## config.mk

```make
export PLATFORM = sky130hd
export DESIGN_NAME = ctb_tx_handler
export DESIGN_NICKNAME = d
export VERILOG_FILES = /design/src/rtl/ctb_pkg.sv /design/src/rtl/ctb_tx_handler.sv
export VERILOG_INCLUDE_DIRS = /design/src /design/src/rtl
export SDC_FILE = /design/constraint.sdc
export NUM_CORES = 1
export LEC_CHECK = 0
export BUFFER_PORTS_ARGS = -buffer_cell sky130_fd_sc_hd__buf_2
export CORE_MARGIN = 5
export CORE_UTILIZATION = 35
export CTS_CLUSTER_SIZE = 16
export DETAILED_ROUTE_END_ITERATION = 16
export GPL_TIMING_DRIVEN = 0
export MAX_ROUTING_LAYER = met4
export PLACE_DENSITY = 0.58
export SYNTH_ARGS = -nofsm -noshare
export SYNTH_HDL_FRONTEND = slang
export SYNTH_SLANG_ARGS = --single-unit
export TNS_END_PERCENT = 10
```

## constraint.sdc

```tcl
create_clock -name sys_clk_i -period 7.5 [get_ports sys_clk_i]
set_input_delay 1.875 -clock sys_clk_i [delete_from_list [all_inputs] [get_ports sys_clk_i]]
set_output_delay 1.875 -clock sys_clk_i [all_outputs]
set_load 0.005 [all_outputs]
```

## src/rtl/ctb_map.svh

```systemverilog
// Purpose: Register offsets, field positions and reset values of the transmit buffer handler.
// Assumes: APB byte addresses, one register per aligned 32-bit word, byte data in bits 7:0.
// Notes: Definitions only.
`ifndef CTB_MAP_SVH
`define CTB_MAP_SVH

// ================================================================
// Address map
`define CTB_BUF_STRIDE 12'h040
`define CTB_BUF_WORDS 4'he
`define CTB_BUF_COUNT 2'h3
`define CTB_BUF_END 12'h0c0
`define CTB_REG_INT_EN 12'h100
`define CTB_REG_INT_FLAG 12'h104
`define CTB_REG_CTRL 12'h108
`define CTB_REG_PIN_CTRL 12'h10c
`define CTB_REG_SEND_CMD 12'h110

// ================================================================
// Field positions of tx_buffer_control
`define CTB_TXC_ABORTED 6
`define CTB_TXC_LOST 5
`define CTB_TXC_ERR 4
`define CTB_TXC_PEND 3
`define CTB_TXC_PRIO_HI 1
`define CTB_TXC_PRIO_LO 0

// ================================================================
// Field positions of the flag, enable, control and pin registers
`define CTB_INT_MERR 7
`define CTB_CTRL_ABORT_ALL 4
`define CTB_CTRL_ONE_SHOT 3
`define CTB_PIN_STATE_LO 3

// ================================================================
// Reset values
`define CTB_RST_BYTE 8'h00
`define CTB_RST_PIN_CTRL 3'h0
`define CTB_RST_PIN_LEVEL 3'h7

`endif

```

## src/rtl/ctb_pkg.sv

```systemverilog
// Purpose: Types shared by the transmit buffer handler.
// Assumes: Nothing beyond the map header.
// Notes: Holds types only; numbers live in ctb_map.svh.
package ctb_pkg;
	typedef enum logic {CTB_IDLE, CTB_BUSY} ctb_state_e;
	typedef logic [1:0] ctb_prio_t;
	typedef logic [1:0] ctb_idx_t;
endpackage

```

## src/rtl/ctb_tx_handler.sv

```systemverilog
// Purpose: Transmit buffer handler of a CAN controller: three buffers, priority choice, aborts.
// Assumes: APB master on one side, protocol engine with pulse results on the other.
// Notes: Single clock, synchronous active-high reset, zero-wait APB with registered read data.
//
// Summary of operation
// - Three transmit buffers, fourteen bytes each, all in the register map.
// - Each buffer is one control byte, five identifier bytes, eight payload bytes.
// - At each frame start the highest priority pending buffer is sent.
// - Equal priorities go to the larger buffer index first.
// - Two-bit priority per buffer, three highest, zero lowest.
// - Pending set by control write, send command register, or request pin.
// - A control write sets pending and priority together.
// - Setting pending clears aborted, lost arbitration and error flags.
// - Transmission starts only once the engine reports the bus idle.
// - Success clears pending, sets completion flag, interrupt when enabled.
// - Error keeps pending, sets buffer error and message error flags.
// - Lost arbitration sets its flag and keeps pending for retry.
// - One-shot keeps failure flags but clears pending, no retry.
// - Request pins are send inputs or plain inputs; changed only in configuration.
// - A falling edge on an enabled request pin sets that buffer pending.
// - Clearing pending aborts one buffer without setting its aborted flag.
// - Abort-all requests abort of all pending buffers until host clears it.
// - Aborted flag is set only by abort-all or one-shot failure.
// - A frame on the bus finishes; abort acts only if it then fails.
// - One-shot failure by error or lost arbitration sets the aborted flag.
`timescale 1ns/100ps
`include "ctb_map.svh"

module ctb_tx_handler #(
	parameter int NBUF = 3
) (
	// Clock and reset
	input wire logic sys_clk_i,
	input wire logic rst_i,
	// APB slave
	input wire logic [11:0] paddr_i,
	input wire logic psel_i,
	input wire logic penable_i,
	input wire logic pwrite_i,
	input wire logic [31:0] pwdata_i,
	input wire logic [3:0] pstrb_i,
	output logic [31:0] prdata_o,
	output logic pready_o,
	output logic pslverr_o,
	// Device pins and mode
	input wire logic [NBUF-1:0] send_request_pin_n_i,
	input wire logic cfg_mode_i,
	output logic int_n_o,
	// Protocol engine
	input wire logic bus_idle_i,
	output logic tx_start_o,
	output ctb_pkg::ctb_idx_t tx_buf_o,
	input wire logic [3:0] eng_rd_idx_i,
	output logic [7:0] eng_rd_data_o,
	input wire logic tx_ok_i,
	input wire logic tx_lost_i,
	input wire logic tx_err_i
);

	// ================================================================
	// Decoding helpers

	// Flat storage index of identifier and payload byte w (1..13) of buffer b.
	function automatic logic [5:0] mem_index(input logic [1:0] b, input logic [3:0] w);
		logic [5:0] base;
		base = 6'(b) * 6'd13;
		return 6'(base + 6'(w) - 6'd1);
	endfunction

	// True when the address falls inside a transmit buffer.
	function automatic logic in_buf(input logic [11:0] a);
		return (a < `CTB_BUF_END) && (a[5:2] < `CTB_BUF_WORDS) && (a[1:0] == 2'h0);
	endfunction

	// Buffer with the highest priority; later index wins ties.
	function automatic logic [1:0] pick_best(input logic [NBUF-1:0] pend,
			input logic [2*NBUF-1:0] pr);
		logic [1:0] best;
		logic [1:0] bp;
		logic found;
		best = 2'h0;
		bp = 2'h0;
		found = 1'b0;
		for (int i = 0; i < NBUF; i++) begin
			if (pend[i] && (!found || pr[2*i +: 2] >= bp)) begin
				best = 2'(i);
				bp = pr[2*i +: 2];
				found = 1'b1;
			end
		end
		return best;
	endfunction

	// ================================================================
	// State

	logic [7:0] msg_mem [0:13*NBUF-1];
	logic [NBUF-1:0] pending;
	logic [NBUF-1:0] aborted;
	logic [NBUF-1:0] lost_arb;
	logic [NBUF-1:0] tx_error;
	logic [2*NBUF-1:0] prio;
	logic [NBUF-1:0] tx_if;
	logic [NBUF-1:0] tx_ie;
	logic merr_flag;
	logic merr_en;
	logic one_shot;
	logic abort_all;
	logic [NBUF-1:0] pin_en;
	logic [NBUF-1:0] pin_s1;
	logic [NBUF-1:0] pin_s2;
	logic [NBUF-1:0] pin_s3;
	ctb_pkg::ctb_state_e state;

	// ================================================================
	// APB decode

	logic access;
	logic wr_en;
	logic buf_hit;
	logic [1:0] buf_sel;
	logic [3:0] word_sel;
	logic reg_hit;
	logic [NBUF-1:0] ctrl_wr;
	logic cmd_wr;

	assign buf_sel = paddr_i[7:6];
	assign word_sel = paddr_i[5:2];
	assign buf_hit = in_buf(paddr_i);
	assign reg_hit = (paddr_i == `CTB_REG_INT_EN) || (paddr_i == `CTB_REG_INT_FLAG) ||
		(paddr_i == `CTB_REG_CTRL) || (paddr_i == `CTB_REG_PIN_CTRL) ||
		(paddr_i == `CTB_REG_SEND_CMD);
	assign access = psel_i && penable_i;
	// Writes land only on the access edge; byte lane 0 carries every register.
	assign wr_en = access && pwrite_i && pstrb_i[0] && (buf_hit || reg_hit);
	assign cmd_wr = wr_en && (paddr_i == `CTB_REG_SEND_CMD);
	assign pready_o = 1'b1;

	always_ff @(posedge sys_clk_i) begin
		if (rst_i) begin
			pslverr_o <= 1'b0;
		end else if (psel_i && !penable_i) begin
			pslverr_o <= !(buf_hit || reg_hit);
		end
	end

	// ================================================================
	// Request pin synchronisers

	logic [NBUF-1:0] pin_fall;

	always_ff @(posedge sys_clk_i) begin
		if (rst_i) begin
			pin_s1 <= `CTB_RST_PIN_LEVEL;
			pin_s2 <= `CTB_RST_PIN_LEVEL;
			pin_s3 <= `CTB_RST_PIN_LEVEL;
		end else begin
			pin_s1 <= send_request_pin_n_i;
			pin_s2 <= pin_s1;
			pin_s3 <= pin_s2;
		end
	end

	assign pin_fall = pin_s3 & ~pin_s2 & pin_en;

	// ================================================================
	// Scheduler

	logic launch;
	logic busy;
	logic result;
	logic fail;
	logic [1:0] best;

	assign busy = (state == ctb_pkg::CTB_BUSY);
	assign result = busy && (tx_ok_i || tx_lost_i || tx_err_i);
	assign fail = busy && (tx_lost_i || tx_err_i);
	assign best = pick_best(pending, prio);
	// Pending only marks readiness; the frame waits for an idle bus.
	assign launch = !busy && bus_idle_i && (|pending) && !abort_all;

	always_ff @(posedge sys_clk_i) begin
		if (rst_i) begin
			state <= ctb_pkg::CTB_IDLE;
			tx_start_o <= 1'b0;
			tx_buf_o <= 2'h0;
		end else begin
			tx_start_o <= launch;
			unique case (state)
				ctb_pkg::CTB_IDLE: begin
					if (launch) begin
						state <= ctb_pkg::CTB_BUSY;
						tx_buf_o <= best;
					end
				end
				ctb_pkg::CTB_BUSY: begin
					// An abort never cuts a frame short; only its result ends it.
					if (result) begin
						state <= ctb_pkg::CTB_IDLE;
					end
				end
			endcase
		end
	end

	// ================================================================
	// Per-buffer control bytes

	logic [NBUF-1:0] set_req;

	genvar g;
	generate
		for (g = 0; g < NBUF; g++) begin : g_buf
			logic in_flight;
			logic give_up;
			logic glob_abort;
			logic clr_req;

			assign ctrl_wr[g] = wr_en && buf_hit && (buf_sel == 2'(g)) && (word_sel == 4'h0);
			assign set_req[g] = (ctrl_wr[g] && pwdata_i[`CTB_TXC_PEND]) ||
				(cmd_wr && pwdata_i[g]) || pin_fall[g];
			assign in_flight = busy && (tx_buf_o == 2'(g));
			assign give_up = in_flight && fail && (one_shot || abort_all);
			assign glob_abort = abort_all && pending[g] && !in_flight;
			assign clr_req = (ctrl_wr[g] && !pwdata_i[`CTB_TXC_PEND]) ||
				(in_flight && tx_ok_i) || give_up || glob_abort;

			always_ff @(posedge sys_clk_i) begin
				if (rst_i) begin
					pending[g] <= 1'b0;
				end else if (set_req[g]) begin
					pending[g] <= 1'b1;
				end else if (clr_req) begin
					pending[g] <= 1'b0;
				end
			end

			always_ff @(posedge sys_clk_i) begin
				if (rst_i) begin
					prio[2*g +: 2] <= 2'h0;
				end else if (ctrl_wr[g]) begin
					prio[2*g +: 2] <= pwdata_i[`CTB_TXC_PRIO_HI:`CTB_TXC_PRIO_LO];
				end
			end

			// A failure reported in the same cycle as a new request still shows.
			always_ff @(posedge sys_clk_i) begin
				if (rst_i) begin
					aborted[g] <= 1'b0;
					lost_arb[g] <= 1'b0;
					tx_error[g] <= 1'b0;
				end else begin
					if (give_up || glob_abort) begin
						aborted[g] <= 1'b1;
					end else if (set_req[g]) begin
						aborted[g] <= 1'b0;
					end
					if (in_flight && tx_lost_i) begin
						lost_arb[g] <= 1'b1;
					end else if (set_req[g]) begin
						lost_arb[g] <= 1'b0;
					end
					if (in_flight && tx_err_i) begin
						tx_error[g] <= 1'b1;
					end else if (set_req[g]) begin
						tx_error[g] <= 1'b0;
					end
				end
			end

			always_ff @(posedge sys_clk_i) begin
				if (rst_i) begin
					tx_if[g] <= 1'b0;
				end else begin
					tx_if[g] <= (in_flight && tx_ok_i) ||
						(tx_if[g] && !(wr_en && (paddr_i == `CTB_REG_INT_FLAG) &&
						!pwdata_i[g]));
				end
			end
		end
	endgenerate

	// ================================================================
	// Message storage

	always_ff @(posedge sys_clk_i) begin
		if (wr_en && buf_hit && (word_sel != 4'h0)) begin
			msg_mem[mem_index(buf_sel, word_sel)] <= pwdata_i[7:0];
		end
	end

	// The engine names a byte 1..13 of the buffer it is sending.
	always_ff @(posedge sys_clk_i) begin
		if (rst_i) begin
			eng_rd_data_o <= `CTB_RST_BYTE;
		end else if (eng_rd_idx_i != 4'h0 && eng_rd_idx_i < `CTB_BUF_WORDS) begin
			eng_rd_data_o <= msg_mem[mem_index(tx_buf_o, eng_rd_idx_i)];
		end else begin
			eng_rd_data_o <= `CTB_RST_BYTE;
		end
	end

	// ================================================================
	// Global registers and interrupt pin

	always_ff @(posedge sys_clk_i) begin
		if (rst_i) begin
			tx_ie <= '0;
			merr_en <= 1'b0;
		end else if (wr_en && (paddr_i == `CTB_REG_INT_EN)) begin
			tx_ie <= pwdata_i[NBUF-1:0];
			merr_en <= pwdata_i[`CTB_INT_MERR];
		end
	end

	always_ff @(posedge sys_clk_i) begin
		if (rst_i) begin
			merr_flag <= 1'b0;
		end else if (busy && tx_err_i) begin
			merr_flag <= 1'b1;
		end else if (wr_en && (paddr_i == `CTB_REG_INT_FLAG) && !pwdata_i[`CTB_INT_MERR]) begin
			merr_flag <= 1'b0;
		end
	end

	always_ff @(posedge sys_clk_i) begin
		if (rst_i) begin
			one_shot <= 1'b0;
			abort_all <= 1'b0;
		end else if (wr_en && (paddr_i == `CTB_REG_CTRL)) begin
			one_shot <= pwdata_i[`CTB_CTRL_ONE_SHOT];
			abort_all <= pwdata_i[`CTB_CTRL_ABORT_ALL];
		end
	end

	// Pin roles may only change in configuration mode; other writes are dropped.
	always_ff @(posedge sys_clk_i) begin
		if (rst_i) begin
			pin_en <= `CTB_RST_PIN_CTRL;
		end else if (wr_en && (paddr_i == `CTB_REG_PIN_CTRL) && cfg_mode_i) begin
			pin_en <= pwdata_i[NBUF-1:0];
		end
	end

	always_ff @(posedge sys_clk_i) begin
		if (rst_i) begin
			int_n_o <= 1'b1;
		end else begin
			int_n_o <= !(|(tx_if & tx_ie) || (merr_flag && merr_en));
		end
	end

	// ================================================================
	// Read data, captured in the setup cycle

	logic [31:0] next_rdata;

	always_comb begin
		next_rdata = '0;
		if (buf_hit && word_sel == 4'h0 && buf_sel < `CTB_BUF_COUNT) begin
			next_rdata[`CTB_TXC_ABORTED] = aborted[buf_sel];
			next_rdata[`CTB_TXC_LOST] = lost_arb[buf_sel];
			next_rdata[`CTB_TXC_ERR] = tx_error[buf_sel];
			next_rdata[`CTB_TXC_PEND] = pending[buf_sel];
			next_rdata[`CTB_TXC_PRIO_HI:`CTB_TXC_PRIO_LO] = prio[2*buf_sel +: 2];
		end else if (buf_hit && buf_sel < `CTB_BUF_COUNT) begin
			next_rdata[7:0] = msg_mem[mem_index(buf_sel, word_sel)];
		end else if (paddr_i == `CTB_REG_INT_EN) begin
			next_rdata[NBUF-1:0] = tx_ie;
			next_rdata[`CTB_INT_MERR] = merr_en;
		end else if (paddr_i == `CTB_REG_INT_FLAG) begin
			next_rdata[NBUF-1:0] = tx_if;
			next_rdata[`CTB_INT_MERR] = merr_flag;
		end else if (paddr_i == `CTB_REG_CTRL) begin
			next_rdata[`CTB_CTRL_ONE_SHOT] = one_shot;
			next_rdata[`CTB_CTRL_ABORT_ALL] = abort_all;
		end else if (paddr_i == `CTB_REG_PIN_CTRL) begin
			next_rdata[NBUF-1:0] = pin_en;
			next_rdata[`CTB_PIN_STATE_LO +: NBUF] = pin_s2;
		end
	end

	always_ff @(posedge sys_clk_i) begin
		if (rst_i) begin
			prdata_o <= '0;
		end else if (psel_i && !penable_i) begin
			prdata_o <= next_rdata;
		end
	end

	// ================================================================
	// Assertions

	property p_success;
		@(posedge sys_clk_i) disable iff (rst_i)
		(busy && tx_ok_i && !set_req[tx_buf_o]) |=> (!pending[$past(tx_buf_o)] &&
			tx_if[$past(tx_buf_o)]);
	endproperty
	a_success: assert property (p_success) else $error("success did not retire buffer");

	property p_error_retry;
		@(posedge sys_clk_i) disable iff (rst_i)
		(busy && tx_err_i && !one_shot && !abort_all) |=> (pending[$past(tx_buf_o)] &&
			tx_error[$past(tx_buf_o)] && merr_flag);
	endproperty
	a_error_retry: assert property (p_error_retry) else $error("error flags wrong");

	property p_lost_retry;
		@(posedge sys_clk_i) disable iff (rst_i)
		(busy && tx_lost_i && !one_shot && !abort_all) |=> (pending[$past(tx_buf_o)] &&
			lost_arb[$past(tx_buf_o)] && !busy);
	endproperty
	a_lost_retry: assert property (p_lost_retry) else $error("lost arbitration not kept");

	property p_one_shot;
		@(posedge sys_clk_i) disable iff (rst_i)
		(fail && one_shot && !set_req[tx_buf_o]) |=> (!pending[$past(tx_buf_o)] &&
			aborted[$past(tx_buf_o)]);
	endproperty
	a_one_shot: assert property (p_one_shot) else $error("one-shot failure retried");

	property p_flag_clear;
		@(posedge sys_clk_i) disable iff (rst_i)
		(set_req[0] && !(busy && tx_buf_o == 2'h0)) |=> (pending[0] && !aborted[0] &&
			!lost_arb[0] && !tx_error[0]);
	endproperty
	a_flag_clear: assert property (p_flag_clear) else $error("stale flags on request");

	property p_tie_break;
		@(posedge sys_clk_i) disable iff (rst_i)
		(launch && pending[2] && prio[5:4] >= prio[3:2] && prio[5:4] >= prio[1:0]) |=>
			(tx_start_o && tx_buf_o == 2'h2);
	endproperty
	a_tie_break: assert property (p_tie_break) else $error("tie not to larger index");

	property p_highest;
		@(posedge sys_clk_i) disable iff (rst_i)
		(launch && pending[0] && prio[1:0] > prio[3:2] && prio[1:0] > prio[5:4]) |=>
			(tx_buf_o == 2'h0);
	endproperty
	a_highest: assert property (p_highest) else $error("higher priority not chosen");

	property p_bus_idle;
		@(posedge sys_clk_i) disable iff (rst_i)
		tx_start_o |-> ($past(bus_idle_i) && !$past(abort_all) && busy);
	endproperty
	a_bus_idle: assert property (p_bus_idle) else $error("start without idle bus");

	property p_pin_edge;
		@(posedge sys_clk_i) disable iff (rst_i)
		(pin_en[0] && $fell(pin_s2[0])) |=> pending[0];
	endproperty
	a_pin_edge: assert property (p_pin_edge) else $error("pin edge lost");

	property p_abort_cause;
		@(posedge sys_clk_i) disable iff (rst_i)
		$rose(aborted[1]) |-> ($past(abort_all) || $past(one_shot));
	endproperty
	a_abort_cause: assert property (p_abort_cause) else $error("aborted flag without cause");

	property p_frame_runs;
		@(posedge sys_clk_i) disable iff (rst_i)
		(busy && abort_all && !result) |=> busy;
	endproperty
	a_frame_runs: assert property (p_frame_runs) else $error("frame cut by abort");

endmodule

```

==> results_dict.tcl, run 1 <==
set metrics [dict create \
    worst_slew_pin_slew_ps 1370 \
    syn-instance-count 1230 \
    hold_path.class "reg2reg" \
    grt_pass1_vias 11864 \
    dieArea_sq_mm 0.0577 \
    insertion_delay_ps 580 \
    crit_top_cell "clkbuf_1" \
    mostFrequentLayoutCells "312 x edfxtp_1, 141 x mux4_2, 99 x nand2_1" \
    skew_ps 22.3 \
    power.total_uw 5260 \
    grt_start_max_net_pins 47 \
    dr.pass1.iters 5 \
    antenna_found_initial 1 \
    cts_buffers 41 \
    path_cells "buf_2, clkbuf_1, inv_1, fa_1, inv_1, ha_1, fa_1, buf_2, clkbuf_1, clkbuf_1, nand3_1, nor2_1" \
    tritoncts "built" \
    cts.sinks 374 \
    io_pins 111 \
    period_needed_ps 7220 \
    ir_worst_vdd_mv 0.163 \
    cts_hold_buf 0 \
    cp_slowest_cell "nor2_1" \
    start_util_pct 35.3 \
    mostFrequentLayoutCell "edfxtp_1" \
    cts_resized 0 \
    route.detailed.drc 0 \
    core-area_sq_mm 0.0526 \
    clock_path_buffers 3 \
    routedWlPerCell_microns 27.5 \
    die_w_microns 240 \
    vias 12081 \
    viasPerCell 5.80 \
    status "finished, final reports clean" \
    hold_viol_final 0 \
    slew_violations 0 \
    clkTransAtPathRegs_ps 60 \
    drt_wl_total_microns 57300 \
    end_kind "flop" \
    synth_ff_type "edfxtp_1" \
    synth_area_sq_mm 0.0185 \
    rsz0062_at_grt "false" \
    htree_levels 2 \
    grt.overflow.total 0 \
    drive_gt1_share_pct 26.1 \
    crit_path_max_fanout 10 \
    crit_type "in2reg" \
    async_flop_share_pct 0 \
    fin_tns_setup_ps 0 \
    fp.dieH_microns 240 \
    p_per_area_mw_per_mm2 248 \
    numPortBuffers 58 \
    power.leakage_uw 0.00709 \
    ys_seq_area_share_pct 57.2 \
    grt_pass1_wl_microns 83400 \
    holdWs_ps 419 \
    ys_types 70 \
    dp_cells 2007 \
    fin_crit_sh_pct 96.3 \
    grt_usage_pct 20.4 \
    cts_root_buf "clkbuf_16" \
    synth_edf_count 312 \
    yosysWarnings 0 \
    slew_headroom_pct 6.39 \
    ant_nets 0 \
    critPathLaunchType "input port" \
    drtIter0Drc 1344 \
    routabilityCongestion 0.929 \
    nets 1457 \
    cp_slowest_stage_delay_ps 870 \
    synth-seq-cells 374 \
    setup_viol 0 \
    antenna_cells 0 \
    max_cap_viol_count 0 \
    syn2layout_area_growth_pct 14.3 \
    final_cell_count_no_fill 2082 \
    final_util_pct 40.4 \
    worstPathArrival_ps 7420 \
    max_clock_freq_mhz 138 \
    dp_hpwl_microns 40700 \
    avgSynthCellArea_sq_um 15.1 \
    cts_setup_buffers 0 \
    placementRows 84 \
    cp.required_ps 7690 \
]
-- metrics by stage --
stage | setup slack, ps | area [sq um]
floorplan | 1570 | 18600
global placement | -938 | 19800
detailed placement | -154 | 19900
CTS | 412 | 21200
global route | 125 | 21200
finish | 277 | 21200
-- final timing paths --
kind,start,end,slack [ps],cells past startpoint
max,paddr_i[6],msg_mem[14][2],280,12
max reg2reg,tx_buf_o[0],eng_rd_data_o[3],2750,12
min,pin_s1[1],pin_s2[1],420,1
min reg2reg,pin_s1[1],pin_s2[1],420,1
-- critical path, delay by kind of cell --
family | cells | cell delay (ps)
and+or+nand+nor | 2 | 1420
buffers and inverters | 7 | 2590
adders and majority gates | 3 | 1520
-- cell families (layout without fill, tap and decap cells) --
| family | after synthesis | count (layout) | share of synthesized area [%] |
|---|---|---|---|
| AO/OA/AOI/OAI | 178 | 178 | 6.68 |
| adder cells (fa/ha/maj) | 30 | 30 | 2.27 |
| other | 2 | 25 | 0.0405 |
| buffers and inverters | 136 | 277 | 3.80 |
| flip-flops | 374 | 374 | 57.2 |
| multiplexers | 204 | 204 | 21.8 |
| XOR/XNOR | 13 | 13 | 0.614 |
| AND/OR/NAND/NOR | 293 | 293 | 7.60 |
-- final cells by class --
cell class	count	area, sq um
Fill cell	4864	31300
Sequential cell	374	10600
Multi-Input combinational cell	743	7380
Clock buffer	55	1130
Tap cell	688	861
Buffer	107	596
Timing Repair Buffer	66	350
Clock inverter	20	171
Inverter	29	109
-- sequential cells by signal (all words and copies together) (netlist names), 6 cells and up --
| register | cells |
|---|---|
| msg_mem | 312 |
| eng_rd_data_o | 8 |
| prdata_o | 8 |
| prio | 6 |
-- routing by layer --
layer | vias to the layer above | global-route usage (%) | wire [microns]
li1 | 5126 | - | -
met1 | 6220 | 27.9 | 23900
met2 | 634 | 31.0 | 26100
met3 | 101 | 4.77 | 5670
met4 | 0 | 5.33 | 1660
met5 | - | - | 0
-- Yosys cell counts (4+ instances only) --
master,n,area (sq um)
a211oi_1,8,60.1
a21o_1,8,60.1
a21oi_1,41,205
a221o_1,5,50.1
a22o_1,6,52.6
a22oi_1,15,113
a31oi_1,8,50.1
and3_1,5,31.3
buf_1,7,26.3
buf_2,26,130
buf_4,27,203
buf_6,5,56.3
clkbuf_1,40,150
dfxtp_1,62,1240
edfxtp_1,312,9370
fa_1,6,120
ha_1,24,300
inv_1,29,109
mux2_2,8,90.1
mux2i_1,41,410
mux4_1,14,368
mux4_2,141,3180
nand2_1,99,372
nand3_1,32,160
nand3b_1,4,30.0
nand4_1,4,25.0
nor2_1,88,330
nor2b_1,5,31.3
nor3_1,11,55.1
nor4_1,12,75.1
o2111a_1,8,90.1
o211ai_1,11,82.6
o21ai_0,34,170
or2_2,10,62.6
xnor2_1,10,87.6
-- report_power, final --
part / internal, uW / leakage (uW) / switching [uW] / total (uW)
Sequential: 2260 / 0.00331 / 9.13 / 2270
Clock: 1130 / 0.000628 / 845 / 1980
Combinational: 368 / 0.00315 / 647 / 1020
(Power assumes the default switching activity.)
==> inputs of run 2 (changes only) <==
--- a/config.mk
+++ b/config.mk
@@ -14,6 +14,7 @@
 export GPL_TIMING_DRIVEN = 0
 export MAX_ROUTING_LAYER = met4
 export PLACE_DENSITY = 0.58
+export RECOVER_POWER = 100
 export SYNTH_ARGS = -nofsm -noshare
 export SYNTH_HDL_FRONTEND = slang
 export SYNTH_SLANG_ARGS = --single-unit
==> run 2 against run 1 <==
Against the previous run: the run now ends with max-capacitance violations, max-slew violations left; maximum frequency increased by 0.66%; final cell count unchanged; non-clock buffer count unchanged; cell area decreased by 0.58%; critical path depth increased by 1; utilization decreased by 0.24 points; clock skew increased by 2.2 ps; sequential cell count unchanged; global-route usage unchanged.
==> results_dict.tcl, run 2 (synthesis results as in run 1) <==
set metrics [dict create \
    worst_slew_pin_slew_ps 2430 \
    max_cap_viol_count 8 \
    regMostFlops "msg_mem" \
    ir_worst_vdd_mv 0.163 \
    cts_setup_buffers 0 \
    drtIter0Drc 1285 \
    dr.pass1.iters 5 \
    path_cells "buf_2, clkbuf_1, inv_1, fa_1, inv_1, ha_1, fa_1, buf_2, clkbuf_1, clkbuf_1, nand3_1, nor4_2, clkbuf_1" \
    placementRows 84 \
    p_per_area_mw_per_mm2 249 \
    cts_hold_buf 0 \
    p_seq_share_pct 43.2 \
    numPortBuffers 58 \
    cts_root_buf "clkbuf_16" \
    io_pins 111 \
    grt.overflow.total 0 \
    tritoncts "built" \
    worstPathArrival_ps 7420 \
    cts_resized 0 \
    mostFrequentLayoutCells "312 x edfxtp_1, 141 x mux4_2, 99 x nand2_1" \
    crit_top_cell "clkbuf_1" \
    max_clock_freq_mhz 139 \
    rsz0062_at_grt "false" \
    cp.required_ps 7740 \
    ant_nets 0 \
    htree_levels 2 \
    p_clk_share_pct 37.6 \
    cp.buffers_inverters 8 \
    internal_power_uw 3760 \
    layout_setup_ws_ps 324 \
    die_w_microns 240 \
    routabilityCongestion 0.929 \
    critPathLaunchType "input port" \
    crit_path_max_fanout 10 \
    skew_ps 24.5 \
    clock_path_buffers 3 \
    largestRegisters "msg_mem x312, eng_rd_data_o x8, prdata_o x8" \
    p_sw_share_pct 28.5 \
    cp_slowest_stage_delay_ps 850 \
    mostFrequentLayoutCell "edfxtp_1" \
    viasPerCell 5.82 \
    cts.sinks 374 \
    grt_pass1_vias 11864 \
    dp_hpwl_microns 40700 \
    crit_type "in2reg" \
    fin_crit_sh_pct 95.7 \
    final_design_area_no_fill_sq_mm 0.0211 \
    dieArea_sq_mm 0.0577 \
    vias 12109 \
    core-area_sq_mm 0.0526 \
    cts_buffers 41 \
    cp_slowest_cell "clkbuf_1" \
    largest_reg_flops 312 \
    dpl-instance-area_sq_mm 0.0199 \
    antenna_cells 0 \
    violations "max-capacitance violations, max-slew violations" \
    dp_slack_ps -154 \
    drive_gt1_share_pct 22.7 \
    clkTransAtPathRegs_ps 60 \
    antenna_found_initial 1 \
    insertion_delay_ps 580 \
    nets 1457 \
    grt_pass1_wl_microns 83400 \
    fp.dieH_microns 240 \
    p_comb_share_pct 19.2 \
    end_kind "flop" \
    final_util_pct 40.1 \
    start_util_pct 35.3 \
    power.leakage_uw 0.00695 \
    power_switching_uw 1500 \
    routedWlPerCell_microns 27.7 \
    hold_path.class "reg2reg" \
    route.detailed.drc 0 \
    grt_usage_pct 20.4 \
    cp_top_family "buffers and inverters" \
    drt_wl_total_microns 57600 \
    period_needed_ps 7180 \
    slew_headroom_pct -62.2 \
    slew_violations 345 \
    grt_start_max_net_pins 47 \
    hold_viol_final 0 \
    status "finished with violations" \
    setup_viol 0 \
    syn2layout_area_growth_pct 13.7 \
    r2r_setup_slack_ps 2190 \
]
-- run 2: cell count changes in the layout (fill, tap and decap cells not counted), sizes merged --
cell | previous run | this run
buf | 133 | 91
clkbuf | 95 | 137
-- run 2: power by group through the flow --
stage | logic [uW] | registers, uW | clock network, uW
final | 1010 | 2270 | 1980
after global routing | 1050 | 2270 | 2100
after CTS | 999 | 2270 | 2000
after detailed placement | 995 | 2310 | 0
after global placement | 978 | 2310 | 0
after floorplan | 603 | 2310 | 0
-- run 2: worst register-to-register path, delay by kind of cell (launching register included) --
| kind | cells | cell delay [ps] |
|---|---|---|
| buffers and inverters | 5 | 2300 |
| adder cells (fa/ha/maj) | 3 | 1320 |
| AO/OA/AOI/OAI | 3 | 680 |
| flip-flops | 1 | 470 |
| multiplexers | 1 | 410 |
-- run 2: layer usage --
metal	up-vias	wire length (microns)	track usage, %
li1	5123	-	-
met1	6241	24200	27.9
met2	653	26400	31.0
met3	92	5500	4.77
met4	0	1500	5.33
met5	-	0	-
-- run 2: layout make-up --
cell class / instances / area [sq um]
Timing Repair Buffer: 66 / 289
Clock buffer: 55 / 1130
Clock inverter: 20 / 171
Multi-Input combinational cell: 743 / 7320
Sequential cell: 374 / 10600
Fill cell: 4888 / 31500
Buffer: 107 / 588
Inverter: 29 / 109
Tap cell: 688 / 861
-- run 2: metrics by stage --
| stage | std cells | hold slack [ps] | power (uW) | setup TNS, ps |
|---|---|---|---|---|
| detailed placement | 2007 | 401 | 3310 | -9920 |
| floorplan | 1253 | 389 | 2910 | 0 |
| CTS | 2082 | 418 | 5270 | 0 |
| global route | 2082 | 442 | 5420 | 0 |
| global placement | 1999 | 402 | 3290 | -41100 |
| finish | 2082 | 417 | 5260 | 0 |
-- run 2: worst paths after layout --
check              start          endpoint  cells after the start
max reg2reg  tx_buf_o[0]  eng_rd_data_o[0]                     12
max           paddr_i[6]     msg_mem[7][1]                     13
min reg2reg    pin_s1[1]         pin_s2[1]                      1
min            pin_s1[1]         pin_s2[1]                      1
